--- config.mk ---
export PLATFORM = sky130hd
export DESIGN_NAME = swr_top
export DESIGN_NICKNAME = d
export VERILOG_FILES = /design/src/rtl/swr_pkg.sv /design/src/rtl/swr_top.sv
export SDC_FILE = /design/constraint.sdc
export NUM_CORES = 1
export LEC_CHECK = 0
export BUFFER_PORTS_ARGS = -buffer_cell sky130_fd_sc_hd__buf_4
export CELL_PAD_IN_SITES_DETAIL_PLACEMENT = 0
export CELL_PAD_IN_SITES_GLOBAL_PLACEMENT = 1
export CORE_ASPECT_RATIO = 1.1
export CORE_MARGIN = 2
export CORE_UTILIZATION = 43
export DETAILED_ROUTE_END_ITERATION = 8
export PLACE_DENSITY_LB_ADDON = 0.05
export SLEW_MARGIN = 0
export SYNTH_ARGS = -nofsm -noshare
export SYNTH_HDL_FRONTEND = slang
export SYNTH_SLANG_ARGS = --single-unit
--- constraint.sdc ---
create_clock -name aclk -period 9.6 [get_ports aclk]
set_input_delay 1.92 -clock aclk [delete_from_list [all_inputs] [get_ports aclk]]
set_output_delay 1.92 -clock aclk [all_outputs]
set_load 0.01 [all_outputs]
--- src/rtl/swr_pkg.sv ---
// Constants, register map and state codes for the standby, wake and reset controller.
// Assumes a single 250 MHz clock and an AXI4-Lite master with 32-bit data.
//
// What this block does
// - Sixteen key pins raise key wake interrupt.
// - Key mask bits enable pins; reset clears.
// - Write-only level select register, reset clears.
// - Sleep register write halts CPU clock, not oscillator or prescaler.
// - Prescaler tap ten keeps running in sleep.
// - Peripheral clock enable zero halts peripherals in sleep.
// - Stop halts oscillator and all clocks.
// - Stop exit waits stabilization, sets clock enable.
// - Interval timer wakes sleep only, never stop.
// - Reset pin low releases standby, initializes.
// - Enabled external rising edge releases standby.
// - Enabled wake; mask picks continue or vector.
// - Pending enabled interrupt refuses standby entry.
// - Sleep keeps prescaler; stop halts all clocks.
// - Power-on hold about two-to-nineteen cycles.
// - Power-on counts oscillator cycles up to POR_CYCLES.
// - Low voltage locks out stop release.
package swr_pkg;
   // Register byte offsets.
   localparam logic [7:0] SWR_OFF_MASK_LO   = 8'h00;
   localparam logic [7:0] SWR_OFF_MASK_HI   = 8'h04;
   localparam logic [7:0] SWR_OFF_LEVEL     = 8'h08;
   localparam logic [7:0] SWR_OFF_SLEEP     = 8'h0C;
   localparam logic [7:0] SWR_OFF_STOP      = 8'h10;
   localparam logic [7:0] SWR_OFF_CLK_CTRL  = 8'h14;
   localparam logic [7:0] SWR_OFF_IRQ_EN    = 8'h18;
   localparam logic [7:0] SWR_OFF_STATUS    = 8'h1C;
   // Clock control field positions.
   localparam int SWR_CK_PCK_EN    = 0;
   localparam int SWR_CK_TAP_TEN   = 1;
   localparam int SWR_CK_STAB_LSB  = 2;
   // Interrupt enable field positions.
   localparam int SWR_IE_KEY   = 0;
   localparam int SWR_IE_EXT1  = 1;
   localparam int SWR_IE_EXT2  = 2;
   localparam int SWR_IE_TMR   = 3;
   localparam int SWR_IE_GMASK = 4;
   // Reset values.
   localparam logic [7:0] SWR_RST_MASK  = 8'h00;
   localparam logic [7:0] SWR_RST_LEVEL = 8'h00;
   localparam logic [4:0] SWR_RST_CK    = 5'h01;
   localparam logic [4:0] SWR_RST_IE    = 5'h00;
   // Timing: power-on hold is two to the nineteenth oscillator cycles.
   localparam int SWR_POR_LOG2     = 19;
   localparam int SWR_TAP_BIT      = 10;
   localparam int SWR_STAB_BASE    = 8;
   // AXI responses.
   localparam logic [1:0] SWR_RESP_OKAY   = 2'b00;
   localparam logic [1:0] SWR_RESP_SLVERR = 2'b10;
   typedef enum logic [4:0] {
      SWR_POR   = 5'b00001,
      SWR_RUN   = 5'b00010,
      SWR_SLEEP = 5'b00100,
      SWR_STOP  = 5'b01000,
      SWR_STAB  = 5'b10000
   } swr_state_e;
endpackage : swr_pkg

--- src/rtl/swr_top.sv ---
// Standby, wake and power-on reset controller with an AXI4-Lite register slave.
// Assumes synchronous pins and a CPU that obeys the run and clock gate outputs.
`timescale 1ns/10ps
module swr_top
   import swr_pkg::*;
#(
   parameter int POR_CYCLES = 1 << SWR_POR_LOG2
)
(
   input  wire logic        aclk,
   input  wire logic        aresetn,
   input  wire logic [7:0]  key_port_a,
   input  wire logic [7:0]  key_port_b,
   input  wire logic        ext_irq_one,
   input  wire logic        ext_irq_two,
   input  wire logic        interval_timer_flag,
   input  wire logic [3:0]  irq_pending,
   input  wire logic        low_voltage,
   input  wire logic [7:0]  s_axi_awaddr,
   input  wire logic        s_axi_awvalid,
   output logic             s_axi_awready,
   input  wire logic [31:0] s_axi_wdata,
   input  wire logic [3:0]  s_axi_wstrb,
   input  wire logic        s_axi_wvalid,
   output logic             s_axi_wready,
   output logic [1:0]       s_axi_bresp,
   output logic             s_axi_bvalid,
   input  wire logic        s_axi_bready,
   input  wire logic [7:0]  s_axi_araddr,
   input  wire logic        s_axi_arvalid,
   output logic             s_axi_arready,
   output logic [31:0]      s_axi_rdata,
   output logic [1:0]       s_axi_rresp,
   output logic             s_axi_rvalid,
   input  wire logic        s_axi_rready,
   output logic             cpu_clk_en,
   output logic             osc_en,
   output logic             periph_clk_en,
   output logic             prescaler_run,
   output logic             timer_run,
   output logic             sys_reset,
   output logic             key_scan_wake,
   output logic             wake_vector,
   output logic             ports_input_only
);

   // ------------------------------------------------------------------
   // Elaboration checks
   // ------------------------------------------------------------------
   if (POR_CYCLES < 2 || POR_CYCLES > (1 << 24)) begin : g_chk
      $error("POR_CYCLES out of range");
   end

   // ------------------------------------------------------------------
   // Register state
   // ------------------------------------------------------------------
   logic [7:0]  mask_lo_q, mask_lo_d, mask_hi_q, mask_hi_d, level_q, level_d;
   logic [4:0]  ck_q, ck_d, ie_q, ie_d;
   logic        aw_q, aw_d, w_q, w_d, bv_q, bv_d, rv_q, rv_d;
   logic [7:0]  awa_q, awa_d;
   logic [31:0] wd_q, wd_d, rd_q, rd_d;
   logic [1:0]  br_q, br_d, rr_q, rr_d;
   swr_state_e  st_q, st_d;
   logic [24:0] cnt_q, cnt_d;
   logic        e1_q, e1_d, e2_q, e2_d, lv_q, lv_d, vec_q, vec_d;
   logic        sleep_wr, stop_wr, do_wr;
   logic [15:0] key_pins, key_hit, key_mask;
   logic        key_any, ext_rise, tmr_wake, pend_block;
   logic [24:0] stab_cycles;

   // Key wake: a masked pin at its selected level; level bit 0 means low. The
   // level register is one byte, so each bit serves one pin of both ports.
   assign key_pins = {key_port_b, key_port_a};
   assign key_mask = {mask_hi_q, mask_lo_q};
   always_comb
   begin
      for (int i = 0; i < 16; i++)
      begin
         key_hit[i] = key_mask[i] &
                      (key_pins[i] == level_q[i % 8]);
      end
   end
   assign key_any       = |key_hit;
   assign key_scan_wake = key_any & ie_q[SWR_IE_KEY];
   assign ext_rise      = (ext_irq_one & ~e1_q & ie_q[SWR_IE_EXT1]) |
                          (ext_irq_two & ~e2_q & ie_q[SWR_IE_EXT2]);
   // Timer wakes only when clocked from tap ten and enabled.
   assign tmr_wake      = interval_timer_flag & ie_q[SWR_IE_TMR] & ck_q[SWR_CK_TAP_TEN];
   // Entry refused while an enabled request is already pending.
   assign pend_block    = |(irq_pending & ie_q[3:0]);
   assign stab_cycles   = 25'(1) << (SWR_STAB_BASE + int'(ck_q[4:2]));

   // ------------------------------------------------------------------
   // AXI4-Lite write path: address and data accepted in either order.
   // ------------------------------------------------------------------
   assign s_axi_awready = ~aw_q & ~bv_q;
   assign s_axi_wready  = ~w_q & ~bv_q;
   assign s_axi_arready = ~rv_q;
   assign s_axi_bvalid  = bv_q;
   assign s_axi_bresp   = br_q;
   assign s_axi_rvalid  = rv_q;
   assign s_axi_rdata   = rd_q;
   assign s_axi_rresp   = rr_q;
   assign do_wr    = aw_q & w_q & ~bv_q;
   assign sleep_wr = do_wr & (awa_q == SWR_OFF_SLEEP) & s_axi_wstrb_ok();
   assign stop_wr  = do_wr & (awa_q == SWR_OFF_STOP);

   function automatic logic s_axi_wstrb_ok();
      return 1'b1;
   endfunction : s_axi_wstrb_ok

   always_comb
   begin
      aw_d = aw_q; w_d = w_q; awa_d = awa_q; wd_d = wd_q; bv_d = bv_q; br_d = br_q;
      mask_lo_d = mask_lo_q; mask_hi_d = mask_hi_q; level_d = level_q;
      ck_d = ck_q; ie_d = ie_q;
      if (s_axi_awvalid && s_axi_awready)
      begin
         aw_d  = 1'b1;
         awa_d = s_axi_awaddr;
      end
      if (s_axi_wvalid && s_axi_wready)
      begin
         w_d  = 1'b1;
         wd_d = s_axi_wdata;
      end
      if (bv_q && s_axi_bready)
         bv_d = 1'b0;
      if (do_wr)
      begin
         aw_d = 1'b0;
         w_d  = 1'b0;
         bv_d = 1'b1;
         br_d = SWR_RESP_OKAY;
         unique case (awa_q)
            SWR_OFF_MASK_LO:  mask_lo_d = wd_q[7:0];
            SWR_OFF_MASK_HI:  mask_hi_d = wd_q[7:0];
            SWR_OFF_LEVEL:    level_d   = wd_q[7:0];
            SWR_OFF_CLK_CTRL: ck_d      = wd_q[4:0];
            SWR_OFF_IRQ_EN:   ie_d      = wd_q[4:0];
            SWR_OFF_SLEEP, SWR_OFF_STOP: ;
            default:          br_d = SWR_RESP_SLVERR;
         endcase
      end
      // Leaving stop forces the peripheral clock back on.
      if (st_q == SWR_STAB && cnt_q + 25'd1 >= stab_cycles)
         ck_d[SWR_CK_PCK_EN] = 1'b1;
      // Power-on selects tap ten automatically.
      if (st_q == SWR_POR)
         ck_d[SWR_CK_TAP_TEN] = 1'b1;
   end

   // Read path; the level register is write-only and reads zero.
   always_comb
   begin
      rv_d = rv_q; rd_d = rd_q; rr_d = rr_q;
      if (rv_q && s_axi_rready)
         rv_d = 1'b0;
      if (s_axi_arvalid && s_axi_arready)
      begin
         rv_d = 1'b1;
         rr_d = SWR_RESP_OKAY;
         unique case (s_axi_araddr)
            SWR_OFF_MASK_LO:  rd_d = {24'h000000, mask_lo_q};
            SWR_OFF_MASK_HI:  rd_d = {24'h000000, mask_hi_q};
            SWR_OFF_LEVEL, SWR_OFF_SLEEP, SWR_OFF_STOP: rd_d = 32'h00000000;
            SWR_OFF_CLK_CTRL: rd_d = {27'h0000000, ck_q};
            SWR_OFF_IRQ_EN:   rd_d = {27'h0000000, ie_q};
            SWR_OFF_STATUS:   rd_d = {24'h000000, lv_q, vec_q, key_any, st_q};
            default:
            begin
               rd_d = 32'h00000000;
               rr_d = SWR_RESP_SLVERR;
            end
         endcase
      end
   end

   // ------------------------------------------------------------------
   // Power state machine
   // ------------------------------------------------------------------
   // A reset of the block (pin low) leaves any standby and restarts the
   // power-on hold; this is the only exit from low-voltage lockout.
   always_comb
   begin
      st_d = st_q; cnt_d = cnt_q; vec_d = vec_q;
      lv_d = lv_q | low_voltage;
      e1_d = ext_irq_one; e2_d = ext_irq_two;
      unique case (st_q)
         SWR_POR:
         begin
            cnt_d = cnt_q + 25'd1;
            if (cnt_q == 25'(POR_CYCLES - 1))
            begin
               st_d  = SWR_RUN;
               cnt_d = '0;
            end
         end
         SWR_RUN:
         begin
            if (sleep_wr && !pend_block && !lv_q)
               st_d = SWR_SLEEP;
            else if ((stop_wr && !pend_block) || low_voltage)
               st_d = SWR_STOP;
         end
         SWR_SLEEP:
         begin
            if (key_scan_wake || ext_rise || tmr_wake)
            begin
               st_d  = SWR_RUN;
               vec_d = ie_q[SWR_IE_GMASK];
            end
         end
         SWR_STOP:
         begin
            if ((key_scan_wake || ext_rise) && !lv_q)
            begin
               st_d  = SWR_STAB;
               cnt_d = '0;
               vec_d = ie_q[SWR_IE_GMASK];
            end
         end
         SWR_STAB:
         begin
            cnt_d = cnt_q + 25'd1;
            if (cnt_q + 25'd1 >= stab_cycles)
            begin
               st_d  = SWR_RUN;
               cnt_d = '0;
            end
         end
         default: st_d = SWR_POR;
      endcase
      // Lockout beats any wake or stabilization once the power-on hold is over.
      if ((low_voltage || lv_q) && st_d != SWR_POR)
         st_d = SWR_STOP;
   end

   always_ff @(posedge aclk)
   begin
      if (!aresetn)
      begin
         st_q <= SWR_POR; cnt_q <= '0; vec_q <= 1'b0; lv_q <= 1'b0;
         e1_q <= 1'b0; e2_q <= 1'b0;
         mask_lo_q <= SWR_RST_MASK; mask_hi_q <= SWR_RST_MASK;
         level_q <= SWR_RST_LEVEL;
         ck_q <= SWR_RST_CK; ie_q <= SWR_RST_IE;
         aw_q <= 1'b0; w_q <= 1'b0; awa_q <= 8'h00; wd_q <= 32'h00000000;
         bv_q <= 1'b0; br_q <= 2'b00; rv_q <= 1'b0; rd_q <= 32'h00000000; rr_q <= 2'b00;
      end
      else
      begin
         st_q <= st_d; cnt_q <= cnt_d; vec_q <= vec_d; lv_q <= lv_d;
         e1_q <= e1_d; e2_q <= e2_d;
         mask_lo_q <= mask_lo_d; mask_hi_q <= mask_hi_d; level_q <= level_d;
         ck_q <= ck_d; ie_q <= ie_d;
         aw_q <= aw_d; w_q <= w_d; awa_q <= awa_d; wd_q <= wd_d;
         bv_q <= bv_d; br_q <= br_d; rv_q <= rv_d; rd_q <= rd_d; rr_q <= rr_d;
      end
   end

   // ------------------------------------------------------------------
   // Clock gate outputs
   // ------------------------------------------------------------------
   // Sleep keeps oscillator and prescaler; stop halts everything.
   assign cpu_clk_en       = (st_q == SWR_RUN);
   assign osc_en           = (st_q != SWR_STOP);
   assign prescaler_run    = (st_q != SWR_STOP);
   assign periph_clk_en    = (st_q == SWR_RUN) | (st_q == SWR_SLEEP & ck_q[SWR_CK_PCK_EN]);
   assign timer_run        = (st_q == SWR_RUN) |
                             (st_q == SWR_SLEEP & ck_q[SWR_CK_TAP_TEN]) | (st_q == SWR_POR);
   assign sys_reset        = (st_q == SWR_POR);
   assign wake_vector      = vec_q;
   assign ports_input_only = lv_q;

   // ------------------------------------------------------------------
   // Assertions
   // ------------------------------------------------------------------
   property p_stop_clocks;
      @(posedge aclk) disable iff (!aresetn)
      (st_q == SWR_STOP) |-> (!osc_en && !cpu_clk_en && !prescaler_run);
   endproperty
   a_stop_clocks: assert property (p_stop_clocks) else $error("clock on in stop");

   property p_sleep_osc;
      @(posedge aclk) disable iff (!aresetn)
      (st_q == SWR_SLEEP) |-> (osc_en && prescaler_run && !cpu_clk_en);
   endproperty
   a_sleep_osc: assert property (p_sleep_osc) else $error("sleep clocks wrong");

   property p_refuse;
      @(posedge aclk) disable iff (!aresetn)
      (st_q == SWR_RUN && pend_block) |=> (st_q != SWR_SLEEP);
   endproperty
   a_refuse: assert property (p_refuse) else $error("entered standby with pending");

   property p_tmr_stop;
      @(posedge aclk) disable iff (!aresetn)
      (st_q == SWR_STOP && !key_scan_wake && !ext_rise) |=> (st_q == SWR_STOP);
   endproperty
   a_tmr_stop: assert property (p_tmr_stop) else $error("stop left without cause");

   property p_stab_pck;
      @(posedge aclk) disable iff (!aresetn)
      (st_q == SWR_STAB) ##1 (st_q == SWR_RUN) |-> ck_q[SWR_CK_PCK_EN];
   endproperty
   a_stab_pck: assert property (p_stab_pck) else $error("clock enable not set");

   property p_key_wake;
      @(posedge aclk) disable iff (!aresetn)
      (st_q == SWR_SLEEP && key_scan_wake) |=> (st_q == SWR_RUN && cpu_clk_en);
   endproperty
   a_key_wake: assert property (p_key_wake) else $error("key did not wake");

   property p_ext_wake;
      @(posedge aclk) disable iff (!aresetn)
      (st_q == SWR_STOP && ext_rise && !lv_q) |=> (st_q == SWR_STAB);
   endproperty
   a_ext_wake: assert property (p_ext_wake) else $error("edge did not release stop");

   property p_por_reset;
      @(posedge aclk) disable iff (!aresetn)
      $rose(st_q == SWR_RUN) |-> $past(sys_reset) || $past(st_q == SWR_STAB) ||
                                 $past(st_q == SWR_SLEEP);
   endproperty
   a_por_reset: assert property (p_por_reset) else $error("bad entry to run");

   property p_lockout;
      @(posedge aclk) disable iff (!aresetn)
      lv_q |=> (lv_q && ports_input_only && st_q != SWR_STAB);
   endproperty
   a_lockout: assert property (p_lockout) else $error("lockout left");

   property p_lockout_stop;
      @(posedge aclk) disable iff (!aresetn)
      (lv_q && st_q != SWR_POR) |-> (st_q == SWR_STOP);
   endproperty
   a_lockout_stop: assert property (p_lockout_stop) else $error("lockout not in stop");

   property p_sleep_tmr;
      @(posedge aclk) disable iff (!aresetn)
      (st_q == SWR_SLEEP) |-> (timer_run == ck_q[SWR_CK_TAP_TEN]);
   endproperty
   a_sleep_tmr: assert property (p_sleep_tmr) else $error("timer clock wrong in sleep");

   property p_sleep_pck;
      @(posedge aclk) disable iff (!aresetn)
      (st_q == SWR_SLEEP) |-> (periph_clk_en == ck_q[SWR_CK_PCK_EN]);
   endproperty
   a_sleep_pck: assert property (p_sleep_pck) else $error("peripheral clock wrong");

   property p_run_clocks;
      @(posedge aclk) disable iff (!aresetn)
      (st_q == SWR_RUN) |-> (cpu_clk_en && osc_en && prescaler_run && periph_clk_en);
   endproperty
   a_run_clocks: assert property (p_run_clocks) else $error("clock off in run");

   property p_stab_hold;
      @(posedge aclk) disable iff (!aresetn)
      (st_q == SWR_STAB && !low_voltage && cnt_q + 25'd1 < stab_cycles) |=>
         (st_q == SWR_STAB);
   endproperty
   a_stab_hold: assert property (p_stab_hold) else $error("stabilization cut short");

   property p_por_hold;
      @(posedge aclk) disable iff (!aresetn)
      sys_reset |-> (!cpu_clk_en && timer_run && osc_en);
   endproperty
   a_por_hold: assert property (p_por_hold) else $error("power-on hold clocks wrong");

   property p_mask_gate;
      @(posedge aclk) disable iff (!aresetn)
      (key_mask == 16'h0000) |-> !key_scan_wake;
   endproperty
   a_mask_gate: assert property (p_mask_gate) else $error("unmasked key woke");

endmodule : swr_top

# After elaboration in Yosys (flattened, before gate mapping)
# Cells that the tools add are included.
[totals] inputBits=83 regBits=124 output_inout_bits=50
[op_classes] shifts=1 n_reduce_logical=40 eq_ne=39 n_addsub=2 muxes=25 bitwise_logic=44 order_cmp=1
[ops] cell="$mux 25" count=3
[ops] cell="$pmux 25 s3" count=1
[ops] cell="$eq 8x5->1 const B" count=7
[ops] cell="$pmux 8 s5" count=1
[ops] cell="$eq 8x4->1 const B" count=4
[ops] cell="$and 1x1->1" count=31
[ops] cell="$mux 5" count=6
[ops] cell="$add 25x1->25 const B" count=1
[ops] cell="$eq 25x19->1 const B" count=1
[ops] cell="$ge 25x25->1" count=1
[ops] cell="$pmux 5 s5" count=1
[ops] cell="$shl 1x5->25 const A" count=1
[ops] cell="$eq 1x1->1" count=16
[ops] cell="$eq 8x3->1 const B" count=2
[ops] cell="$logic_not 8->1" count=2
[ops] cell="$reduce_or 16->1" count=1
[ops] cell="$reduce_and 2->1" count=7
[ops] cell="$logic_and 1x1->1" count=11
[ops] cell="$reduce_bool 2->1" count=5
[ops] cell="$mux 2" count=4
[ops] cell="$reduce_or 8->1" count=1
[ops] cell="$mux 1" count=7
[ops] cell="$not 1->1" count=7
[ops] cell="$reduce_or 7->1" count=1
[ops] cell="19 further kinds" count=30

# Depth between registers and ports, before layout
# Gate-level depths: netlist (run 1).
[logic_depth] ltp_word=11 mapped_depth=16

# Worst setup path after synthesis (run 1)
# Ideal clock, no wire load.
[synth_path] path_kind="input to output" start="input port key_port_a[5]" end="output port key_scan_wake" setup_slack_ps=4880 n_path_buf=0 arrival_time_ps=2800 path_stages=4 path_cell_list="inv_1 a221oi_1 o22ai_1 o41a_1"
[synth_between] elab_chain_cells=4
[synth_lines] item="start, declared" line_no="swr_top.sv:12" rtl="input wire logic [7:0] key_port_a,"
[synth_lines] item="$eq 1x1->1" line_no="swr_top.sv:80" rtl="(key_pins[i] == level_q[i % 8]);"
[synth_lines] item="$and 1x1->1" line_no="swr_top.sv:79" rtl="key_hit[i] = key_mask[i] &"
[synth_lines] item="$reduce_or 16->1" line_no="swr_top.sv:83" rtl="assign key_any = |key_hit;"
[synth_lines] item="$and 1x1->1" line_no="swr_top.sv:84" rtl="assign key_scan_wake = key_any & ie_q[SWR_IE_KEY];"
[synth_lines] item="end, declared" line_no="swr_top.sv:42" rtl="output logic key_scan_wake,"
# Every way passes these cells.

# Worst setup path in the final report (run 1)
[layout_path] start="input port key_port_a[7]" end="output port key_scan_wake"
# The elaborated chain is that of the path after synthesis.

==> metrics.cfg, run 1 <==
[route]
firstDrtPassIters=7
routed_wl_mm=14.13
vias=4820
first_iter_violations=340
wl_per_cell_um=16.17
viasPerCell=5.515
drc=0
ant_nets=0

[clock_network]
cts_resized=0
cts_max_path_buffers=2
clk_latency_ns=0.35
clk_pin_slew_ns=0.06
holdBufCountCts=0
h-tree-depth=3
postCtsSetupBuffers=0
clockRootBuffer=clkbuf_16
cts_tree=done
cts_buffers=9
clkSinkCount=98

[placed_design]
globalplace.congestion=0.8240
numPortBuffers=78
dp_hpwl_mm=10.45

[floorplan]
io_pins=133
fp.dieW_um=111.4
rows=43
coreArea_um2=12480
die_y_um=122.1
dieArea_um2=13610
start_util_pct=43.71

[power_and_ir_drop]
power_density_nw_per_um2=146.2
p_leak_nw=2.720
ir_drop_v=0.0001030

[cells_and_area]
diodes=0
nets=803
area_growth_pct=16.07
drive_gt1_share_pct=16.88
mostFrequentLayoutCell=dfxtp_1
final_cell_mix=98 x dfxtp_1, 80 x buf_4, 74 x nand2_1

[worst_setup_path]
path_class=input port to output pin
crit_fanout=3
cpMostUsedCell=buf_4
critPathRequiredTime_ns=7.68
cp-end-kind=output pin
path_cells=buf_4, a221oi_1, o22ai_1, o41a_1, buf_4
arrival_ns=3.21
slowest_delay_ns=0.52
slowest_stage=o41a_1
start_kind=input port
crit_family=compound AO/OA/AOI/OAI gates
path_buf_inv=2

[synth]
synth_top_area_cell=dfxtp_1
ys.flop_type=dfxtp_1
synth_simple_gate_area_share_pct=23.46
synthXorXnorAreaFrac_pct=3.050
yosysUniqueCellTypes=71
synth_area_um2=5456
syn_inst=658
synthAdderAreaFrac_pct=1.834
netlist_top_cells_area=dfxtp_1 36%, mux2i_1 6.6%, nand2_1 5.1%, nor2_1 4.7%, buf_4 3.7%
synthArstFlopShare_pct=0
ys_warn_count=0
synth_top_area_share_pct=35.96
synth_compound_area_share_pct=19.42
yosysSeqAreaShare_pct=35.96
synth_top_family_by_area=simple AND/OR/NAND/NOR gates
avgSynthCellArea_um2=8.293
synth_mux_area_share_pct=7.636
synth_edf_count=0
ys_seq_elements=98

[timing]
fin_hold_ws_ns=0.4632
relSlewSlack_pct=37.78
skew_ns=0.01039
period_needed_ns=5.135
min_period_over_period_pct=53.49
finalSetupViolCount=0
fin_tns_setup_ns=0
final_hold_viol_count=0
fmax_mhz=194.8
worst_pin_slew_ns=0.9257
rsz0062_at_grt=false
slew_violations=0

[global_routing]
grt_pass1_vias=4649
track_usage_pct=21.08
overflow=0
grt_max_degree=58
antenna_found_initial=0
grt_pass1_wl_mm=23.03

[run]
drv_cap=0

[hold_path]
hold_class=register to register

[outcome]
status=finished, final reports clean

## cell families after synthesis
logic type,Yosys count
and+or+nand+nor,252
AOI/OAI and AO/OA,148
DFF,98
buffers and inverters,91
muxes,41
xor gates and xnor gates,19
adders and majority gates,8
other,1
## where the power goes
part / switching [mW] / internal [mW]
clock network: 0.161 / 0.263
registers: 0.0115 / 0.417
logic: 0.0414 / 0.0331
## worst register-to-register path, cell delays in order (launching register included)
cell and delay [ns]:
dfxtp_1 0.41, ha_1 0.31, nand2_1 0.22, nor3_1 0.63
nand3_1 0.19, xnor2_1 0.22, ha_1 0.28, a21o_1 0.18
a21oi_1 0.14, nand3_1 0.11, nor3_2 0.21, nand3b_2 0.14
o21a_4 0.30, nor3_4 0.65, a22o_1 0.26
## per-layer routing
| layer | share of wire [%] | wire length (um) | GRT usage (%) | vias to the layer above |
|---|---|---|---|---|
| met5 | 0 | 0 | 0 | - |
| met4 | 3.7 | 527 | 11.19 | 0 |
| met3 | 2.7 | 377 | 2.886 | 34 |
| met2 | 49 | 6930 | 36.47 | 90 |
| met1 | 45 | 6296 | 25.61 | 2273 |
| li1 | - | - | - | 2423 |
## metrics by stage
stage	cells	power, mW	util [%]	worst slack [ns]	instance area (um2)
global placement	858	0.5110	47.98	4.469	5988
floorplan	683	0.4840	-	4.880	5550
CTS	874	0.9355	50.74	4.464	6334
global route	874	0.9585	50.74	4.371	6334
detailed placement	858	0.5129	47.98	4.469	5988
finish	874	0.9261	50.74	4.465	6334
## synth_stat cells (all sizes together) (5+ instances only)
master	instances
clkbuf	27
nor4	8
nor3	13
inv	29
mux2i	36
nand4	7
nand3	20
ha	8
mux2	5
dfxtp	98
or3	7
nand2	74
nor2b	5
xor2	6
and3	11
buf	35
a21oi	30
a221oi	13
and2	10
and4	5
a31oi	8
xnor2	13
a22o	18
o21ai	29
o31ai	5
nor2	68
a22oi	16
## worst paths after layout
path	start	to	slack, ns	depth (start not counted)
min reg2reg	awa_q[6]$_SDFFE_PN0P_	awa_q[6]$_SDFFE_PN0P_	0.46	2
max reg2reg	cnt_q[0]$_SDFFE_PN0P_	cnt_q[1]$_SDFFE_PN0P_	5.30	14
max	key_port_a[7]	key_scan_wake	4.47	5
min	awa_q[6]$_SDFFE_PN0P_	awa_q[6]$_SDFFE_PN0P_	0.46	2
## flip-flops by register name, indices dropped and copies added (netlist names), 5 cells and up
signal and cells:
awa_q 8, ck_q 5, cnt_q 25, ie_q 5
level_q 8, mask_hi_q 8, mask_lo_q 8, s_axi_rdata 8
st_q 5, wd_q 8
## layout make-up
cell class                 instances  area, um2
clock buffer                      12      246.5
clock inverter                     4      98.84
fill                            1215       6148
inverter                          29      108.9
multi-input combinational        494       3120
sequential                        98       1962
tap                              157      196.4
timing repair buffer              80      600.6
Note: power is estimated with default switching activity, not from simulation.
==> run 2: changes to the inputs <==
Settings changed: CORE_UTILIZATION 43 to 36.
Clock period 9.6 ns to 4.7 ns, I/O delays scaled along.
==> run 2 against run 1 <==
Worst hold slack improved by 0.00056 ns. Clock power is 86% higher. Setup slack worse by 3.7 ns. Core utilization fell by 8.0 points. Total power up 96%. Combinational power is 110% higher. Routed wire length rose by 5.1%. Critical path depth up 10. Global-route usage down 2.4 points. Flip-flop and latch count did not move. Register-to-register slack worse by 4.5 ns. Non-clock buffer count up 3. Critical path type is now register to register. Largest power group unchanged. Highest routed layer unchanged.
==> metrics.cfg, run 2 (synthesis results as in run 1) <==
[outcome]
status=finished, final reports clean

[timing]
fin_hold_ws_ns=0.4637
finalSetupViolCount=0
slew_violations=0
fmax_mhz=256.0
final_hold_viol_count=0
worst_pin_slew_ns=0.9072
skew_ns=0.008578
fin_tns_setup_ns=0
min_period_over_period_pct=83.12
rsz0062_at_grt=false
relSlewSlack_pct=39.05
period_needed_ns=3.907

[worst_setup_path]
cpMostUsedCell=nand3_1
slowest_stage=or3_1
cp-end-kind=register
arrival_ns=4.19
path_cells=and4_1, nand2_1, nor3_1, buf_4, nand3_1, xnor2_1, ha_1, a21o_1, a21oi_1, nand3_1, nor3_2, nand3b_2, o21a_4, or3_1, o2bb2ai_2
start_kind=register
crit_fanout=16
slowest_delay_ns=0.58
path_class=register to register
critPathRequiredTime_ns=4.98

[floorplan]
dieArea_um2=16160
rows=47
fp.dieW_um=121.4
io_pins=133
start_util_pct=36.53
coreArea_um2=14940
die_y_um=133.1

[cells_and_area]
largest_register_ff_count=25
mostFrequentLayoutCell=dfxtp_1
diodes=0
final_cell_mix=98 x dfxtp_1, 82 x buf_4, 74 x nand2_1
area_growth_pct=16.99
nets=806
drive_gt1_share_pct=17.50
final_core_util_pct=42.74
fill_cells=1558
fin_cells=916
top_register=cnt_q

[clock_network]
cts_buffers=9
holdBufCountCts=0
clk_latency_ns=0.35
postCtsSetupBuffers=0
h-tree-depth=3
cts_resized=0
cts_max_path_buffers=2
cts_tree=done
clkSinkCount=98
clockRootBuffer=clkbuf_16
clk_pin_slew_ns=0.07

[route]
routed_wl_mm=14.85
vias=4787
firstDrtPassIters=6
drc=0
wl_per_cell_um=16.22
ant_nets=0
viasPerCell=5.226
first_iter_violations=210

[power_and_ir_drop]
ir_drop_v=0.0001482
power_density_nw_per_um2=284.7
p_leak_nw=2.729
p_total_mw=1.818

[global_routing]
antenna_found_initial=0
grt_pass1_vias=4588
overflow=0
grt_max_degree=62
grt_pass1_wl_mm=23.82
track_usage_pct=18.64

[placed_design]
numPortBuffers=78
dp_hpwl_mm=11.02
dp_cells=900
globalplace.congestion=0.7815

[hold_path]
hold_class=register to register

[run]
drv_cap=0

==> run 2: changes by cell type in the layout (fill, tap and decap cells not counted) <==
| cell | previous run | this run |
|---|---|---|
| clkbuf_1 | 2 | 0 |
| clkbuf_8 | 1 | 0 |
| inv_8 | 0 | 3 |
| bufinv_16 | 3 | 1 |
| buf_12 | 0 | 1 |
| buf_4 | 80 | 82 |
| clkinv_4 | 1 | 2 |
| clkinv_2 | 0 | 1 |
==> run 2: stage by stage <==
stage          worst slack [ns]  instance area, um2
6_report                 0.7931                6384
5_1_grt                  0.4671                6384
4_1_cts                  0.7472                6384
3_5_place_dp             0.7896                6072
3_3_place_gp             0.8200                6072
2_1_floorplan             1.350                5550
==> run 2: final cells by class <==
class	count	area (um2)	share of cell area (%)
multi-input combinational	494	3120	48.88
clock inverter	7	86.33	1.352
clock buffer	9	225.2	3.528
tap	196	245.2	3.842
inverter	29	108.9	1.705
sequential	98	1962	30.73
timing repair buffer	83	635.6	9.957
==> run 2: worst max-delay path, delay by kind of cell, from the launching register on <==
| kind | cells | cell delay, ns |
|---|---|---|
| compound gates | 4 | 0.85 |
| xor+xnor | 1 | 0.23 |
| fa+ha+maj | 1 | 0.28 |
| buf+inv | 1 | 0.17 |
| flops | 1 | 0.45 |
| simple gates | 8 | 1.83 |
==> run 2: layer usage <==
layer  up-vias  global-route usage [%]  wire, um
li1       2430                       -         -
met1      2277                   23.05      6669
met2        67                   33.02      7637
met3        13                   2.483       390
met4         0                   6.577       156
met5         -                       0         0
==> run 2: worst paths after layout <==
kind | startpoint | to | slack, ns | cells after the start
setup / recovery | cnt_q[2]$_SDFFE_PN0P_ | cnt_q[21]$_SDFFE_PN0P_ | 0.79 | 15
hold / removal | awa_q[5]$_SDFFE_PN0P_ | awa_q[5]$_SDFFE_PN0P_ | 0.46 | 2
setup reg to reg | cnt_q[2]$_SDFFE_PN0P_ | cnt_q[21]$_SDFFE_PN0P_ | 0.79 | 15
hold reg to reg | awa_q[5]$_SDFFE_PN0P_ | awa_q[5]$_SDFFE_PN0P_ | 0.46 | 2
==> run 2: report_power, final <==
part | switching (mW) | internal [mW]
logic | 0.0859 | 0.0692
clock network | 0.363 | 0.426
registers | 0.0236 | 0.850
total | 0.472 | 1.35
